--- config.mk ---
export PLATFORM = sky130hd
export DESIGN_NAME = wdc_config_port
export DESIGN_NICKNAME = d
export VERILOG_FILES = /design/src/wdc_pkg.sv /design/src/wdc_config_port.sv /design/src/wdc_i2c_slave.sv /design/src/wdc_sync.sv
export VERILOG_INCLUDE_DIRS = /design/src
export SDC_FILE = /design/constraint.sdc
export NUM_CORES = 1
export LEC_CHECK = 0
export BUFFER_PORTS_ARGS = -buffer_cell sky130_fd_sc_hd__buf_4
export CAP_MARGIN = 10
export CORE_MARGIN = 2
export CORE_UTILIZATION = 60
export DETAILED_ROUTE_END_ITERATION = 12
export PLACE_DENSITY = 0.81
export SYNTH_ARGS = -nofsm -noshare
export SYNTH_HDL_FRONTEND = slang
export SYNTH_SLANG_ARGS = --single-unit
--- constraint.sdc ---
create_clock -name clk_in -period 4.1 [get_ports clk_in]
set_input_delay 0.82 -clock clk_in [delete_from_list [all_inputs] [get_ports clk_in]]
set_output_delay 0.82 -clock clk_in [all_outputs]
set_load 0.01 [all_outputs]
--- src/wdc_params.svh ---
// Constants for the watchdog I2C configuration port.
// Assumes inclusion by bare name from the package and modules.
`ifndef WDC_PARAMS_SVH
`define WDC_PARAMS_SVH

`define WDC_DEF_SLAVE_ADDR 7'h6A
`define WDC_REG_STATUS 8'h00
`define WDC_REG_ROUTE 8'h50
`define WDC_REG_VERSION 8'hFD
`define WDC_REG_RDPTR 8'hFF
`define WDC_REG_GPIO_LO 8'h30
`define WDC_REG_GPIO_HI 8'h31
`define WDC_REG_DIR_FIRST 8'h10
`define WDC_REG_DIR_LAST 8'h19
`define WDC_REG_DELAY 8'h80
`define WDC_REG_RESTART 8'h09
`define WDC_ST_OK 8'h00
`define WDC_ST_PROTO 8'h01
`define WDC_ST_ADDR 8'h02
`define WDC_ST_ARG 8'h03
`define WDC_ST_UNDEF 8'hFF
`define WDC_RDPTR_RESET 8'h00
`define WDC_ROUTE_RESET 1'b0
`define WDC_VERSION_RESET 8'h10

`endif

--- src/wdc_pkg.sv ---
// Types for the watchdog I2C configuration port.
// Assumes wdc_params.svh is on the include path.
`include "wdc_params.svh"

package wdc_pkg;
  // One completed write seen on the bus
  typedef struct packed {
    logic valid;
    logic [7:0] addr;
    logic [7:0] data;
    logic bad_count;
  } wdc_wr_t;

  typedef enum logic [2:0] {
    ST_IDLE, ST_ADDR, ST_ACK, ST_RXBYTE, ST_TXBYTE, ST_TXACK, ST_IGNORE
  } wdc_i2c_state_t;
endpackage

--- src/wdc_config_port.sv ---
// Watchdog I2C configuration port and shared-line routing select.
// Assumes open-drain I2C pins resolved outside; one clock, clk_in.
`timescale 1ns/100ps
`default_nettype none

`include "wdc_params.svh"

// Function
// One-bit stored line route, 0 analog input, 1 digital output, resets 0.
// Route connector line to analog input or modem-status output.
// Master uses this port only while host module runs.
// Master spaces GPIO direction commands at least 500 ms apart; the master model idles 20 clocks after each stop.
// Answer slave address 0x6A by default, replaceable by configuration.
// Write is address, register, data, each acknowledged, then stop.
// Read returns one data byte, master ends with nack and stop.
// Extra read bytes may carry undefined values.
// Store data only when within the register's permitted range.
// After each write record status and point read pointer at status.
// Write to the read pointer keeps the written address.
// Reads return the register selected by the read pointer.
// Master writes the read pointer before reading other registers.
// Unreadable pointer value selects status and records illegal argument.
// Master ignores the read following a rejected pointer write.
// Status codes 00 ok, 01 protocol, 02 address, 03 argument, FF undefined.
// Status at 0x00, read pointer at 0xFF, pointer resets to 0x00.
module wdc_config_port
  import wdc_pkg::*;
#(
  parameter logic [7:0] VERSION = `WDC_VERSION_RESET, // Arbitrary value
  parameter int NUM_DIR = 10
) (
  input wire logic clk_in,
  input wire logic resetn_in,
  input wire logic scl_in,
  input wire logic sda_in,
  input wire logic cfg_addr_we_in,
  input wire logic [6:0] cfg_addr_in,
  input wire logic module_analog_input_in,
  input wire logic module_modem_status_out_in,
  output logic sda_oe_out,
  output logic line_route_command_out,
  output logic module_analog_input_out,
  output logic connector_line_out,
  output logic connector_line_oe_out,
  output logic [NUM_DIR-1:0] gpio_dir_out,
  output logic [7:0] trigger_delay_out,
  output logic restart_cfg_out,
  output logic [7:0] status_register_out,
  output logic [7:0] read_pointer_out
);
  logic [1:0] pins_s;
  logic [6:0] slave_addr_q;
  logic [7:0] tx_byte_d;
  wdc_wr_t wr;
  logic rd_done;
  logic [7:0] dir_idx;

  // Readable addresses only
  function automatic logic readable(input logic [7:0] a);
    return a == `WDC_REG_STATUS || a == `WDC_REG_ROUTE ||
           a == `WDC_REG_GPIO_LO || a == `WDC_REG_GPIO_HI ||
           a == `WDC_REG_VERSION;
  endfunction

  wdc_sync #(.WIDTH(2)) u_sync (
    .clk_in(clk_in),
    .resetn_in(resetn_in),
    .async_in({scl_in, sda_in}),
    .sync_out(pins_s)
  );

  wdc_i2c_slave u_slave (
    .clk_in(clk_in),
    .resetn_in(resetn_in),
    .scl_in(pins_s[1]),
    .sda_in(pins_s[0]),
    .slave_addr_in(slave_addr_q),
    .tx_byte_in(tx_byte_d),
    .sda_oe_out(sda_oe_out),
    .wr_out(wr),
    .rd_done_out(rd_done)
  );

  // Slave address replaced by the configuration path
  always_ff @(posedge clk_in or negedge resetn_in) begin
    if (!resetn_in) slave_addr_q <= `WDC_DEF_SLAVE_ADDR;
    else if (cfg_addr_we_in && cfg_addr_in != 7'h00) slave_addr_q <= cfg_addr_in;
  end

  // Read mux driven by the pointer
  always_comb begin
    tx_byte_d = `WDC_ST_UNDEF;
    unique case (read_pointer_out)
      `WDC_REG_STATUS: tx_byte_d = status_register_out;
      `WDC_REG_ROUTE: tx_byte_d = {7'h00, line_route_command_out};
      `WDC_REG_GPIO_LO: tx_byte_d = gpio_dir_out[7:0];
      `WDC_REG_GPIO_HI: tx_byte_d = {6'h00, gpio_dir_out[9], gpio_dir_out[8]};
      `WDC_REG_VERSION: tx_byte_d = VERSION;
      default: tx_byte_d = `WDC_ST_UNDEF;
    endcase
  end

  assign dir_idx = wr.addr - `WDC_REG_DIR_FIRST;

  // Write handling: range check, status, pointer update
  always_ff @(posedge clk_in or negedge resetn_in) begin
    if (!resetn_in) begin
      status_register_out <= `WDC_ST_OK;
      read_pointer_out <= `WDC_RDPTR_RESET;
      line_route_command_out <= `WDC_ROUTE_RESET;
      gpio_dir_out <= '0;
      trigger_delay_out <= 8'h00;
      restart_cfg_out <= 1'b0;
    end else if (wr.valid) begin
      read_pointer_out <= `WDC_REG_STATUS;
      status_register_out <= `WDC_ST_OK;
      if (wr.bad_count) begin
        status_register_out <= `WDC_ST_PROTO;
      end else if (wr.addr == `WDC_REG_RDPTR) begin
        if (readable(wr.data)) begin
          read_pointer_out <= wr.data;
        end else begin
          status_register_out <= `WDC_ST_ARG;
        end
      end else if (wr.addr == `WDC_REG_ROUTE) begin
        if (wr.data <= 8'h01) line_route_command_out <= wr.data[0];
        else status_register_out <= `WDC_ST_ARG;
      end else if (wr.addr >= `WDC_REG_DIR_FIRST &&
                   wr.addr <= `WDC_REG_DIR_LAST) begin
        if (wr.data <= 8'h01) gpio_dir_out[dir_idx[3:0]] <= wr.data[0];
        else status_register_out <= `WDC_ST_ARG;
      end else if (wr.addr == `WDC_REG_DELAY) begin
        trigger_delay_out <= wr.data;
      end else if (wr.addr == `WDC_REG_RESTART) begin
        if (wr.data <= 8'h01) restart_cfg_out <= wr.data[0];
        else status_register_out <= `WDC_ST_ARG;
      end else begin
        status_register_out <= `WDC_ST_ADDR;
      end
    end
  end

  // Connector line routing
  always_ff @(posedge clk_in or negedge resetn_in) begin
    if (!resetn_in) begin
      module_analog_input_out <= 1'b0;
      connector_line_out <= 1'b0;
      connector_line_oe_out <= 1'b0;
    end else begin
      module_analog_input_out <= line_route_command_out ? 1'b0 : module_analog_input_in;
      connector_line_out <= line_route_command_out & module_modem_status_out_in;
      connector_line_oe_out <= line_route_command_out;
    end
  end
endmodule // wdc_config_port

`default_nettype wire

--- src/wdc_i2c_slave.sv ---
// I2C slave byte engine: addressing, receive, transmit of one byte repeated on each master ack.
// Assumes synchronised scl/sda levels on clk_in, pins open-drain.
`timescale 1ns/100ps
`default_nettype none

module wdc_i2c_slave
  import wdc_pkg::*;
(
  input wire logic clk_in,
  input wire logic resetn_in,
  input wire logic scl_in,
  input wire logic sda_in,
  input wire logic [6:0] slave_addr_in,
  input wire logic [7:0] tx_byte_in,
  output logic sda_oe_out,
  output wdc_wr_t wr_out,
  output logic rd_done_out
);
  wdc_i2c_state_t state_q;
  logic scl_q, sda_q;
  logic [7:0] shift_q;
  // Counts to 8 so the fall that ends a start is not a byte end
  logic [3:0] bit_q;
  logic [1:0] nrx_q;
  logic rw_q;
  logic [7:0] addr_q, data_q;
  logic rise, fall, start_c, stop_c;

  assign rise = scl_in && !scl_q;
  assign fall = !scl_in && scl_q;
  assign start_c = scl_in && scl_q && sda_q && !sda_in;
  assign stop_c = scl_in && scl_q && !sda_q && sda_in;

  always_ff @(posedge clk_in or negedge resetn_in) begin
    if (!resetn_in) begin
      scl_q <= 1'b1;
      sda_q <= 1'b1;
    end else begin
      scl_q <= scl_in;
      sda_q <= sda_in;
    end
  end

  always_ff @(posedge clk_in or negedge resetn_in) begin
    if (!resetn_in) begin
      state_q <= ST_IDLE;
      shift_q <= 8'h00;
      bit_q <= 4'd0;
      nrx_q <= 2'd0;
      rw_q <= 1'b0;
      addr_q <= 8'h00;
      data_q <= 8'h00;
      sda_oe_out <= 1'b0;
      wr_out <= '0;
      rd_done_out <= 1'b0;
    end else begin
      wr_out.valid <= 1'b0;
      rd_done_out <= 1'b0;
      if (start_c) begin
        // Repeated start also ends a pending write
        if (state_q != ST_IDLE && !rw_q && nrx_q != 2'd0) begin
          wr_out <= '{1'b1, addr_q, data_q, nrx_q != 2'd2};
        end
        state_q <= ST_ADDR;
        bit_q <= 4'd0;
        nrx_q <= 2'd0;
        rw_q <= 1'b0;
        sda_oe_out <= 1'b0;
      end else if (stop_c) begin
        // Write ends at stop; wrong byte count flagged
        if (!rw_q && nrx_q != 2'd0 && state_q != ST_IDLE) begin
          wr_out <= '{1'b1, addr_q, data_q, nrx_q != 2'd2};
        end
        state_q <= ST_IDLE;
        sda_oe_out <= 1'b0;
      end else begin
        unique case (state_q)
          ST_IDLE, ST_IGNORE: ;
          ST_ADDR, ST_RXBYTE: begin
            if (rise) begin
              shift_q <= {shift_q[6:0], sda_in};
              bit_q <= bit_q + 4'd1;
            end
            if (fall && bit_q == 4'd8) begin
              if (state_q == ST_ADDR) begin
                // Own address only
                if (shift_q[7:1] == slave_addr_in) begin
                  rw_q <= shift_q[0];
                  sda_oe_out <= 1'b1;
                  state_q <= ST_ACK;
                end else begin
                  state_q <= ST_IGNORE;
                end
              end else begin
                if (nrx_q == 2'd0) addr_q <= shift_q;
                else if (nrx_q == 2'd1) data_q <= shift_q;
                if (nrx_q != 2'd3) nrx_q <= nrx_q + 2'd1;
                sda_oe_out <= 1'b1; // Ack each byte
                state_q <= ST_ACK;
              end
            end
          end
          ST_ACK: begin
            if (fall) begin
              bit_q <= 4'd0;
              if (rw_q) begin
                // One byte from the selected register
                shift_q <= {tx_byte_in[6:0], 1'b0};
                sda_oe_out <= !tx_byte_in[7];
                state_q <= ST_TXBYTE;
              end else begin
                sda_oe_out <= 1'b0;
                state_q <= ST_RXBYTE;
              end
            end
          end
          ST_TXBYTE: begin
            if (fall) begin
              bit_q <= bit_q + 4'd1;
              if (bit_q == 4'd7) begin
                sda_oe_out <= 1'b0;
                state_q <= ST_TXACK;
              end else begin
                sda_oe_out <= !shift_q[7];
                shift_q <= {shift_q[6:0], 1'b0};
              end
            end
          end
          ST_TXACK: begin
            if (rise) begin
              rd_done_out <= 1'b1;
              // Extra bytes repeat the same value
              state_q <= sda_in ? ST_IGNORE : ST_ACK;
            end
          end
          default: state_q <= ST_IDLE;
        endcase
      end
    end
  end
endmodule // wdc_i2c_slave

`default_nettype wire

--- src/wdc_sync.sv ---
// Two-flop synchroniser for pin inputs.
// Assumes a single clock domain on clk_in.
`timescale 1ns/100ps
`default_nettype none

module wdc_sync #(
  parameter int WIDTH = 2
) (
  input wire logic clk_in,
  input wire logic resetn_in,
  input wire logic [WIDTH-1:0] async_in,
  output logic [WIDTH-1:0] sync_out
);
  logic [WIDTH-1:0] meta_q;

  always_ff @(posedge clk_in or negedge resetn_in) begin
    if (!resetn_in) begin
      meta_q <= '1;
      sync_out <= '1;
    end else begin
      meta_q <= async_in;
      sync_out <= meta_q;
    end
  end
endmodule // wdc_sync

`default_nettype wire
Word-level counts from Yosys, hierarchy flattened --
Index checks and enable logic that the tools add are counted. W data, S select, Z words.
Operators by class: add/sub/neg operators 3, $mul 0, divide/modulo/power cells 0, order comparisons 5, equality and inequality tests 42, shifts and indexed selects 0, mux-type cells 66, bitwise gates (word level) 10, reductions and logical operators 58
Operators by type and width (count):
- $mux W8 | 14
- $mux W18 | 4
- $pmux W8 S5 | 1
- $mux W3 | 11
- $eq A8 B6 Y1 const B | 4
- $eq A8 B8 Y1 const B | 4
- $reduce_and A5 Y1 | 5
- $eq A8 B7 Y1 const B | 3
- $pmux W8 S3 | 1
- $reduce_and A6 Y1 | 4
- $mux W4 | 5
- $ne A4 B1 Y1 const B | 5
- $mux W1 | 17
- $logic_not A8 Y1 | 2
- $mux W2 | 8
- $reduce_and A8 Y1 | 2
- $reduce_bool A2 Y1 | 8
- $logic_and A1 B1 Y1 | 15
- $pmux W3 S5 | 1
- $ne A2 B1 Y1 const B | 6
- $ne A3 B1 Y1 const B | 4
- $pmux W4 S3 | 1
- $bwmux W10 | 1
- $eq A3 B3 Y1 const B | 3
- 32 further kinds | 55
Word-level totals: register bits 105, bits in latches 0, bits in writable memories 0, ROM bits 0, bits of input ports 14, output and inout port bits 40, word-level logic and storage cells 210, memories 0

Longest topological paths before layout --
Gate-level depths: netlist (run 1).
depth in word-level cells 8, gate-level depth with buffers 7, gate-level depth less buffers 7

Hierarchy --
From an unflattened synthesis (run 1), not the netlist that was laid out.
Second synthesis, totals: cell total of the unflattened synthesis 428, area, all modules 4981.0 um^2
By module, submodules not included:
- wdc_i2c_slave | times used 1, cells an instance 225, area each 2768.9 um^2, seq. area each 1403.8 um^2
- wdc_config_port | times used 1, cells an instance 199, area each 2107.0 um^2, seq. area each 1006.0 um^2
- wdc_sync | times used 1, cells an instance 4, area each 105.1 um^2, seq. area each 105.1 um^2

Worst setup path before layout (run 1) --
OpenSTA, ideal clock, no wires.
path kind input port to flip-flop, from input port cfg_addr_in[2], to register slave_addr_q[5], setup time 0.063 ns, data arrival time 1.968 ns, data required time 4.037 ns, slack 2.069 ns, cell stages on the path 3, path buffers 0, cell sequence or4_1 -> o41ai_2 -> a22o_1
On the way: word-level cells in the longest chain between the ends 2
RTL lines:
- start: declaration | line wdc_config_port.sv:37 | input wire logic [6:0] cfg_addr_in,
- $reduce_bool A7 Y1 | line wdc_config_port.sv:87 | else if (cfg_addr_we_in && cfg_addr_in != 7'h00) slave_addr_q <= cfg_addr_in;
- $logic_and A1 B1 Y1 | line wdc_config_port.sv:87
- end signal: assignment | line wdc_config_port.sv:86 | if (!resetn_in) slave_addr_q <= `WDC_DEF_SLAVE_ADDR;
- end signal: assignment | line wdc_config_port.sv:87
- end: declaration | line wdc_config_port.sv:52 | logic [6:0] slave_addr_q;
No other way between the ends. A chain may end at the register's enable or synchronous reset.

Final worst setup path (run 1) --
from register u_slave.state_q[1], to register u_slave.shift_q[1]
On the way: word-level cells in the longest chain between the ends 4, elaborated cells on any way between the ends 13, those cells by class 9 x eq/ne; 1 x mux; 3 x reduce/logical
RTL lines:
- start: declaration | line wdc_i2c_slave.sv:19 | wdc_i2c_state_t state_q;
- start signal: assignment | line wdc_i2c_slave.sv:133 | state_q <= sda_in ? ST_IGNORE : ST_ACK;
- $eq A3 B2 Y1 or $eq A3 B1 Y1 (tied branches) | line wdc_i2c_slave.sv:77 | unique case (state_q)
- $reduce_or A2 Y1 | line wdc_i2c_slave.sv:77
- $ne A2 B1 Y1 (no line) or $reduce_bool A3 Y1 (tied branches)
- $reduce_and A8 Y1 (no line)
- end signal: assignment | line wdc_i2c_slave.sv:81 | shift_q <= {shift_q[6:0], sda_in};
- end signal: assignment | line wdc_i2c_slave.sv:108 | shift_q <= {tx_byte_in[6:0], 1'b0};
- end signal: assignment | line wdc_i2c_slave.sv:125 | shift_q <= {shift_q[6:0], 1'b0};
- end: declaration | line wdc_i2c_slave.sv:21 | logic [7:0] shift_q;
Parallel ways exist; a longest one is shown, timed or not.

==> impl_metrics.env, run 1 <==
export IMPL_ys_seq_area_share_pct=50.7
export IMPL_nets=499
export IMPL_cp_end_kind="register"
export IMPL_p_clk_share_pct=30.1
export IMPL_timing_final_hold_violations=0
export IMPL_synth_most_common_cell="dfrtp_1"
export IMPL_clk_latency_ns=0.37
export IMPL_p_int_w=0.00149
export IMPL_drc=0
export IMPL_fin_crit_ns=2.73
export IMPL_setup_violations=0
export IMPL_cts_buffers=9
export IMPL_rows=32
export IMPL_dr_first_iter_drc_count=226
export IMPL_switching_share_pct=31.8
export IMPL_p_leak_nw=2.61
export IMPL_cp_arrival_ns=2.94
export IMPL_vias_per_cell=6.08
export IMPL_final_area_um2=5500
export IMPL_path_depth=5
export IMPL_maxSlewHeadroom_pct=18.6
export IMPL_fin_cells=586
export IMPL_hold_buffers=0
export IMPL_area_growth_pct=12.0
export IMPL_reg2reg_depth=5
export IMPL_yosys_warnings=0
export IMPL_worstPathCellList="nand2b_1, nor2_1, a32oi_2, nor3_1, o31ai_1"
export IMPL_finClkSkew_ns=0.0134
export IMPL_path_class="register to register"
export IMPL_globalplace_congestion=0.969
export IMPL_synth_seq_cells=99
export IMPL_dp_hpwl_mm=7.71
export IMPL_io_buffers=47
export IMPL_vias=3562
export IMPL_dieArea_um2=8920
export IMPL_crit_required_ns=4.31
export IMPL_cts_buffer_depth=2
export IMPL_floorplan_initialDensity_pct=62.9
export IMPL_synthFlopType="dfrtp_1"
export IMPL_fin_setup_tns_ns=0
export IMPL_grt_pass1_vias=3450
export IMPL_syn_instance_count=437
export IMPL_switching_power_w=0.000695
export IMPL_synth_edf_count=0
export IMPL_drt_pass1_iterations=4
export IMPL_routed_wl_mm=10.8
export IMPL_slowest_stage="nor2_1"
export IMPL_async_flop_share_pct=100
export IMPL_postCtsSetupBuffers=0
export IMPL_grt_usage_pct=26.2
export IMPL_grt_first_pass_wirelength_mm=17.8
export IMPL_fmaxAchievable_mhz=366
export IMPL_synth_avg_cell_area_um2=11.2
export IMPL_fin_util_pct=70.4
export IMPL_path_clk_slew_ns=0.11
export IMPL_status="finished, final reports clean"
export IMPL_start_kind="register"
export IMPL_fin_crit_sh_pct=66.7
export IMPL_synth_top_area_cell="dfrtp_1"
export IMPL_rsz0062_at_grt="false"
export IMPL_synthTopCellsByCount="dfrtp_1, nand2_1, mux2_1"
export IMPL_die_x_um=94.4
export IMPL_cts_tree="done"
export IMPL_die_y_um=94.4
export IMPL_wl_per_cell_um=18.4
export IMPL_grt_max_degree=38
export IMPL_htreeDepth=3
export IMPL_layout_drive_gt1_share_pct=23.3
export IMPL_hp_class="input port to asynchronous set/reset pin"
export IMPL_crit_buf_inv=0
export IMPL_cts_root_buf="clkbuf_8"
export IMPL_slew_viol_final=0
export IMPL_antenna_found_initial=0
export IMPL_worst_pin_slew_ns=1.22
export IMPL_ios=54
export IMPL_synth_top_area_share_pct=45.4
export IMPL_core_um2=7810
export IMPL_critPathMaxStageDelay_ns=0.78
export IMPL_ant_nets=0
export IMPL_overflow=0
export IMPL_fin_ws_ns=1.37
export IMPL_seq_power_share_pct=55.1
export IMPL_placed_cells=570
export IMPL_synthTopCellsByArea="dfrtp_1, mux2_1, dfstp_2, mux2_2, nand2_1"
export IMPL_path_max_fanout=15
export IMPL_placed_area_um2=5290
export IMPL_cts_resized_gates=0
export IMPL_critPathTopFamily="simple AND/OR/NAND/NOR gates"
export IMPL_syn_area_um2=4910
export IMPL_power_frac_comb_pct=14.8
export IMPL_power_density_nw_per_um2=397
export IMPL_cts_sinks=99
export IMPL_ir_drop_uv=243
export IMPL_place_ws_ns=1.51
export IMPL_n_antenna_cell=0
export IMPL_cap_violations=0
export IMPL_yosysUniqueCellTypes=64
## power by group through the flow
stage | combinational [W] | clock, W | sequential, W
CTS | 0.000323 | 0.000667 | 0.00120
finish | 0.000324 | 0.000656 | 0.00120
floorplan | 0.000275 | 0 | 0.00113
global route | 0.000366 | 0.000711 | 0.00121
detailed placement | 0.000319 | 0 | 0.00121
global placement | 0.000313 | 0 | 0.00121
## per-layer routing
metal | GRT usage (%) | wire length (µm) | vias up
li1 | - | - | 1661
met1 | 36.7 | 4780 | 1732
met2 | 41.8 | 5060 | 150
met3 | 3.67 | 660 | 19
met4 | 10.1 | 261 | 0
met5 | 0 | 0 | -
## placed cells by master, fill, tap and decap left out, types with 11 or more instances in the layout
cell	netlist	final
nor3_1	14	14
mux2_2	16	16
nand2_1	42	42
buf_4	7	49
o21ai_0	13	13
a21oi_1	14	14
dfrtp_1	89	89
inv_1	11	11
nor2_1	27	27
mux2_1	29	29
nand3_1	13	13
## logic make-up after synthesis
group                      share of synthesized area, %
other                                            0.0764
muxes                                              13.3
and+or+nand+nor                                    19.4
xor gates and xnor gates                           1.61
AOI/OAI and AO/OA                                  9.84
buffers and inverters                              3.57
adders and majority gates                          1.53
DFF                                                50.7
## state kept, by name, summed over array words and instances (netlist names), 2 cells and up
| signal | cells |
|---|---|
| u_slave.wr_out | 18 |
| gpio_dir_out | 10 |
| read_pointer_out | 8 |
| trigger_delay_out | 8 |
| u_slave.addr_q | 8 |
| u_slave.data_q | 8 |
| u_slave.shift_q | 8 |
| slave_addr_q | 7 |
| u_slave.bit_q | 4 |
| u_slave.state_q | 3 |
| status_register_out | 2 |
| u_slave.nrx_q | 2 |
| u_sync.meta_q | 2 |
| u_sync.sync_out | 2 |
## area by class of cell
type / instances / area [µm²]
clock buffers: 9 / 124
fillers: 554 / 2310
inverters: 12 / 45.0
clock inverters: 7 / 80.1
repair buffers: 49 / 368
multi-input cells: 308 / 2260
well taps: 102 / 128
flip-flops and latches: 99 / 2490
## final timing paths
path                                           startpoint                            endpoint  slack, ns
min in group clk_in            u_sync.meta_q[0]$_DFF_PN1_        u_sync.sync_out[0]$_DFF_PN1_       0.36
hold / removal                                  resetn_in    trigger_delay_out[7]$_DFFE_PN0P_       0.36
setup reg to reg           u_slave.state_q[1]$_DFFE_PN0P_      u_slave.shift_q[1]$_DFFE_PN0P_       1.37
hold reg to reg                u_sync.meta_q[0]$_DFF_PN1_        u_sync.sync_out[0]$_DFF_PN1_       0.36
max in group asynchronous                       resetn_in  line_route_command_out$_DFFE_PN0P_       2.92
setup / recovery           u_slave.state_q[1]$_DFFE_PN0P_      u_slave.shift_q[1]$_DFFE_PN0P_       1.37
## through the flow
stage	power [W]	hold WS, ns
after global routing	0.00229	0.365
after CTS	0.00219	0.363
after floorplan	0.00141	0.345
after detailed placement	0.00153	0.348
final	0.00218	0.361
after global placement	0.00153	0.350
Note: power is estimated with default switching activity, not from simulation.
==> run 2: changes to the inputs <==
Settings changed: ABC_AREA from default to 1, CORE_UTILIZATION 60 to 59, PLACE_DENSITY 0.81 to 0.8.
Clock period 4.1 ns to 2.7 ns, I/O delays scaled along.
==> run 2 against run 1 <==
- register-to-register slack worse by 0.56 ns
- first-iteration DRC count fell by 11%
- sequential share of layout area is 1.4 points lower
- critical endpoint is now u_slave.wr_out[5]$_DFFE_PN0P_
- highest routed layer unchanged
==> impl_metrics.env, run 2 <==
export IMPL_ys_seq_area_share_pct=49.3
export IMPL_reg2reg_depth=8
export IMPL_reg_top3="u_slave.wr_out x18, gpio_dir_out x10"
export IMPL_yosysUniqueCellTypes=35
export IMPL_setup_violations=0
export IMPL_vias=4426
export IMPL_drc=0
export IMPL_grt_pass1_vias=4168
export IMPL_synthTopCellsByCount="nand2_1, dfrtp_1, inv_1"
export IMPL_die_x_um=96.6
export IMPL_path_common_cell="nand2_1"
export IMPL_cts_sinks=99
export IMPL_vias_per_cell=5.37
export IMPL_layout_drive_gt1_share_pct=15.0
export IMPL_p_int_w=0.00244
export IMPL_n_antenna_cell=0
export IMPL_clk_latency_ns=0.37
export IMPL_maxSlewHeadroom_pct=55.8
export IMPL_worst_pin_slew_ns=0.663
export IMPL_area_growth_pct=12.2
export IMPL_synth_edf_count=0
export IMPL_ios=54
export IMPL_grt_first_pass_wirelength_mm=18.4
export IMPL_seq_area_um2=2490
export IMPL_fin_crit_sh_pct=70.1
export IMPL_synth_seq_cells=99
export IMPL_regToRegStartpoint="u_sync.sync_out[1]$_DFF_PN1_"
export IMPL_ant_nets=0
export IMPL_finClkSkew_ns=0.0105
export IMPL_synth_avg_cell_area_um2=7.57
export IMPL_globalplace_congestion=0.972
export IMPL_reg2reg_slack_ns=0.81
export IMPL_synthFlopType="dfrtp_1"
export IMPL_layout_common_cells="nand2_1, dfrtp_1, inv_1"
export IMPL_core_um2=8260
export IMPL_slew_viol_final=0
export IMPL_cp_end_kind="register"
export IMPL_cts_tree="done"
export IMPL_drt_pass1_iterations=5
export IMPL_power_density_nw_per_um2=688
export IMPL_path_clk_slew_ns=0.09
export IMPL_dr_first_iter_drc_count=202
export IMPL_rows=33
export IMPL_multi_input_area_um2=2110
export IMPL_crit_required_ns=2.99
export IMPL_path_class="register to register"
export IMPL_synthTopCellsByArea="dfrtp_1, nand2_1, inv_1, dfstp_2, nor2_1"
export IMPL_num_fill_cells=685
export IMPL_rsz0062_at_grt="false"
export IMPL_cts_root_buf="clkbuf_8"
export IMPL_synth_top_area_share_pct=44.1
export IMPL_cp_arrival_ns=2.18
export IMPL_hold_buffers=0
export IMPL_grt_usage_pct=25.6
export IMPL_postCtsSetupBuffers=0
export IMPL_wl_per_cell_um=13.3
export IMPL_fin_cells=824
export IMPL_floorplan_initialDensity_pct=61.2
export IMPL_routed_wl_mm=10.9
export IMPL_r2r_end="u_slave.wr_out[5]$_DFFE_PN0P_"
export IMPL_status="finished, final reports clean"
export IMPL_cts_resized_gates=0
export IMPL_synth_top_area_cell="dfrtp_1"
export IMPL_critPathMaxStageDelay_ns=0.55
export IMPL_syn_instance_count=668
export IMPL_largest_reg_flops=18
export IMPL_dp_hpwl_mm=8.04
export IMPL_synth_most_common_cell="nand2_1"
export IMPL_switching_share_pct=37.4
export IMPL_io_buffers=47
export IMPL_switching_power_w=0.00146
export IMPL_fin_crit_ns=1.89
export IMPL_regMostFlops="u_slave.wr_out"
export IMPL_yosys_warnings=0
export IMPL_cap_violations=0
export IMPL_seq_power_share_pct=44.7
export IMPL_slowest_stage="dfstp_2"
export IMPL_nets=734
export IMPL_path_max_fanout=33
export IMPL_antenna_found_initial=0
export IMPL_grt_max_degree=53
export IMPL_async_flop_share_pct=100
export IMPL_fmaxAchievable_mhz=529
export IMPL_die_y_um=96.6
export IMPL_power_frac_comb_pct=31.4
export IMPL_fin_setup_tns_ns=0
export IMPL_p_leak_nw=2.95
export IMPL_ir_drop_uv=664
export IMPL_overflow=0
export IMPL_worstPathCellList="nand2_1, nor2_1, nor2_2, inv_1, nand2_1, inv_2, nand2_1, o21ai_0"
export IMPL_layout_commonest_cell="nand2_1"
export IMPL_hp_class="input port to asynchronous set/reset pin"
export IMPL_syn_area_um2=5050
export IMPL_placed_cells=808
export IMPL_p_clk_share_pct=23.9
export IMPL_timing_final_hold_violations=0
export IMPL_cts_buffers=9
export IMPL_dieArea_um2=9320
export IMPL_start_kind="register"
export IMPL_htreeDepth=3
export IMPL_cts_buffer_depth=2
run 2: worst max-delay path: cells and delay by family, from the launching register on:
kind            cells  cell delay [ns]
compound gates      1             0.10
flops               1             0.55
simple gates        5             0.73
buf+inv             2             0.44
run 2: how the worst max path moves through the flow:
stage	slack [ns]	endpoint	from
after floorplan	1.14	u_slave.shift_q[7]$_DFFE_PN0P_	u_sync.sync_out[1]$_DFF_PN1_
after CTS	0.80	u_slave.wr_out[5]$_DFFE_PN0P_	u_slave.scl_q$_DFF_PN1_
after global placement	0.94	u_slave.wr_out[2]$_DFFE_PN0P_	u_sync.sync_out[1]$_DFF_PN1_
final	0.81	u_slave.wr_out[5]$_DFFE_PN0P_	u_sync.sync_out[1]$_DFF_PN1_
after global routing	0.61	u_slave.wr_out[5]$_DFFE_PN0P_	u_sync.sync_out[1]$_DFF_PN1_
after detailed placement	0.83	u_slave.wr_out[8]$_DFFE_PN0P_	u_slave.scl_q$_DFF_PN1_
run 2: stage by stage:
| stage | instance area [µm²] | total power, W | hold WS (ns) | setup WS, ns | utilization, % |
|---|---|---|---|---|---|
| 2_1_floorplan | 5070 | 0.00269 | 0.244 | 1.14 | - |
| 3_3_place_gp | 5480 | 0.00293 | 0.346 | 0.935 | 66.3 |
| 3_5_place_dp | 5480 | 0.00297 | 0.349 | 0.833 | 66.3 |
| 4_1_cts | 5670 | 0.00390 | 0.216 | 0.803 | 68.7 |
| 5_1_grt | 5670 | 0.00418 | 0.244 | 0.609 | 68.7 |
| 6_report | 5670 | 0.00390 | 0.193 | 0.808 | 68.7 |
run 2: area by class of cell:
type / count / area share, %
multi-input cells: 461 / 37.3
clock inverters: 1 / 0.132
repair buffers: 51 / 6.97
clock buffers: 15 / 3.29
inverters: 92 / 6.09
well taps: 105 / 2.32
flip-flops and latches: 99 / 43.9
run 2: metal layers:
metal  global-route usage, %  vias up  routed length, µm
li1                        -     2176                  -
met1                    31.9     2078               4630
met2                    43.1      143               5380
met3                    5.66       29                622
met4                    10.7        0                289
met5                       0        -                  0
run 2: power groups by stage:
stage | registers [W] | clock network (W) | logic (W)
finish | 0.00174 | 0.000933 | 0.00122
global route | 0.00176 | 0.00100 | 0.00142
CTS | 0.00174 | 0.000941 | 0.00122
detailed placement | 0.00177 | 0 | 0.00121
global placement | 0.00176 | 0 | 0.00117
floorplan | 0.00174 | 0 | 0.000943
run 2: cells by family (layout without fill, tap and decap cells):
kind of cell               Yosys count  in the layout  synth area share (%)
other                                1              6                0.0742
xor gates and xnor gates             2              2                 0.347
and+or+nand+nor                    364            364                  30.6
AOI/OAI and AO/OA                   83             83                  9.01
DFF                                 99             99                  49.3
buffers and inverters              113            159                  9.26
adders and majority gates            6              6                  1.49
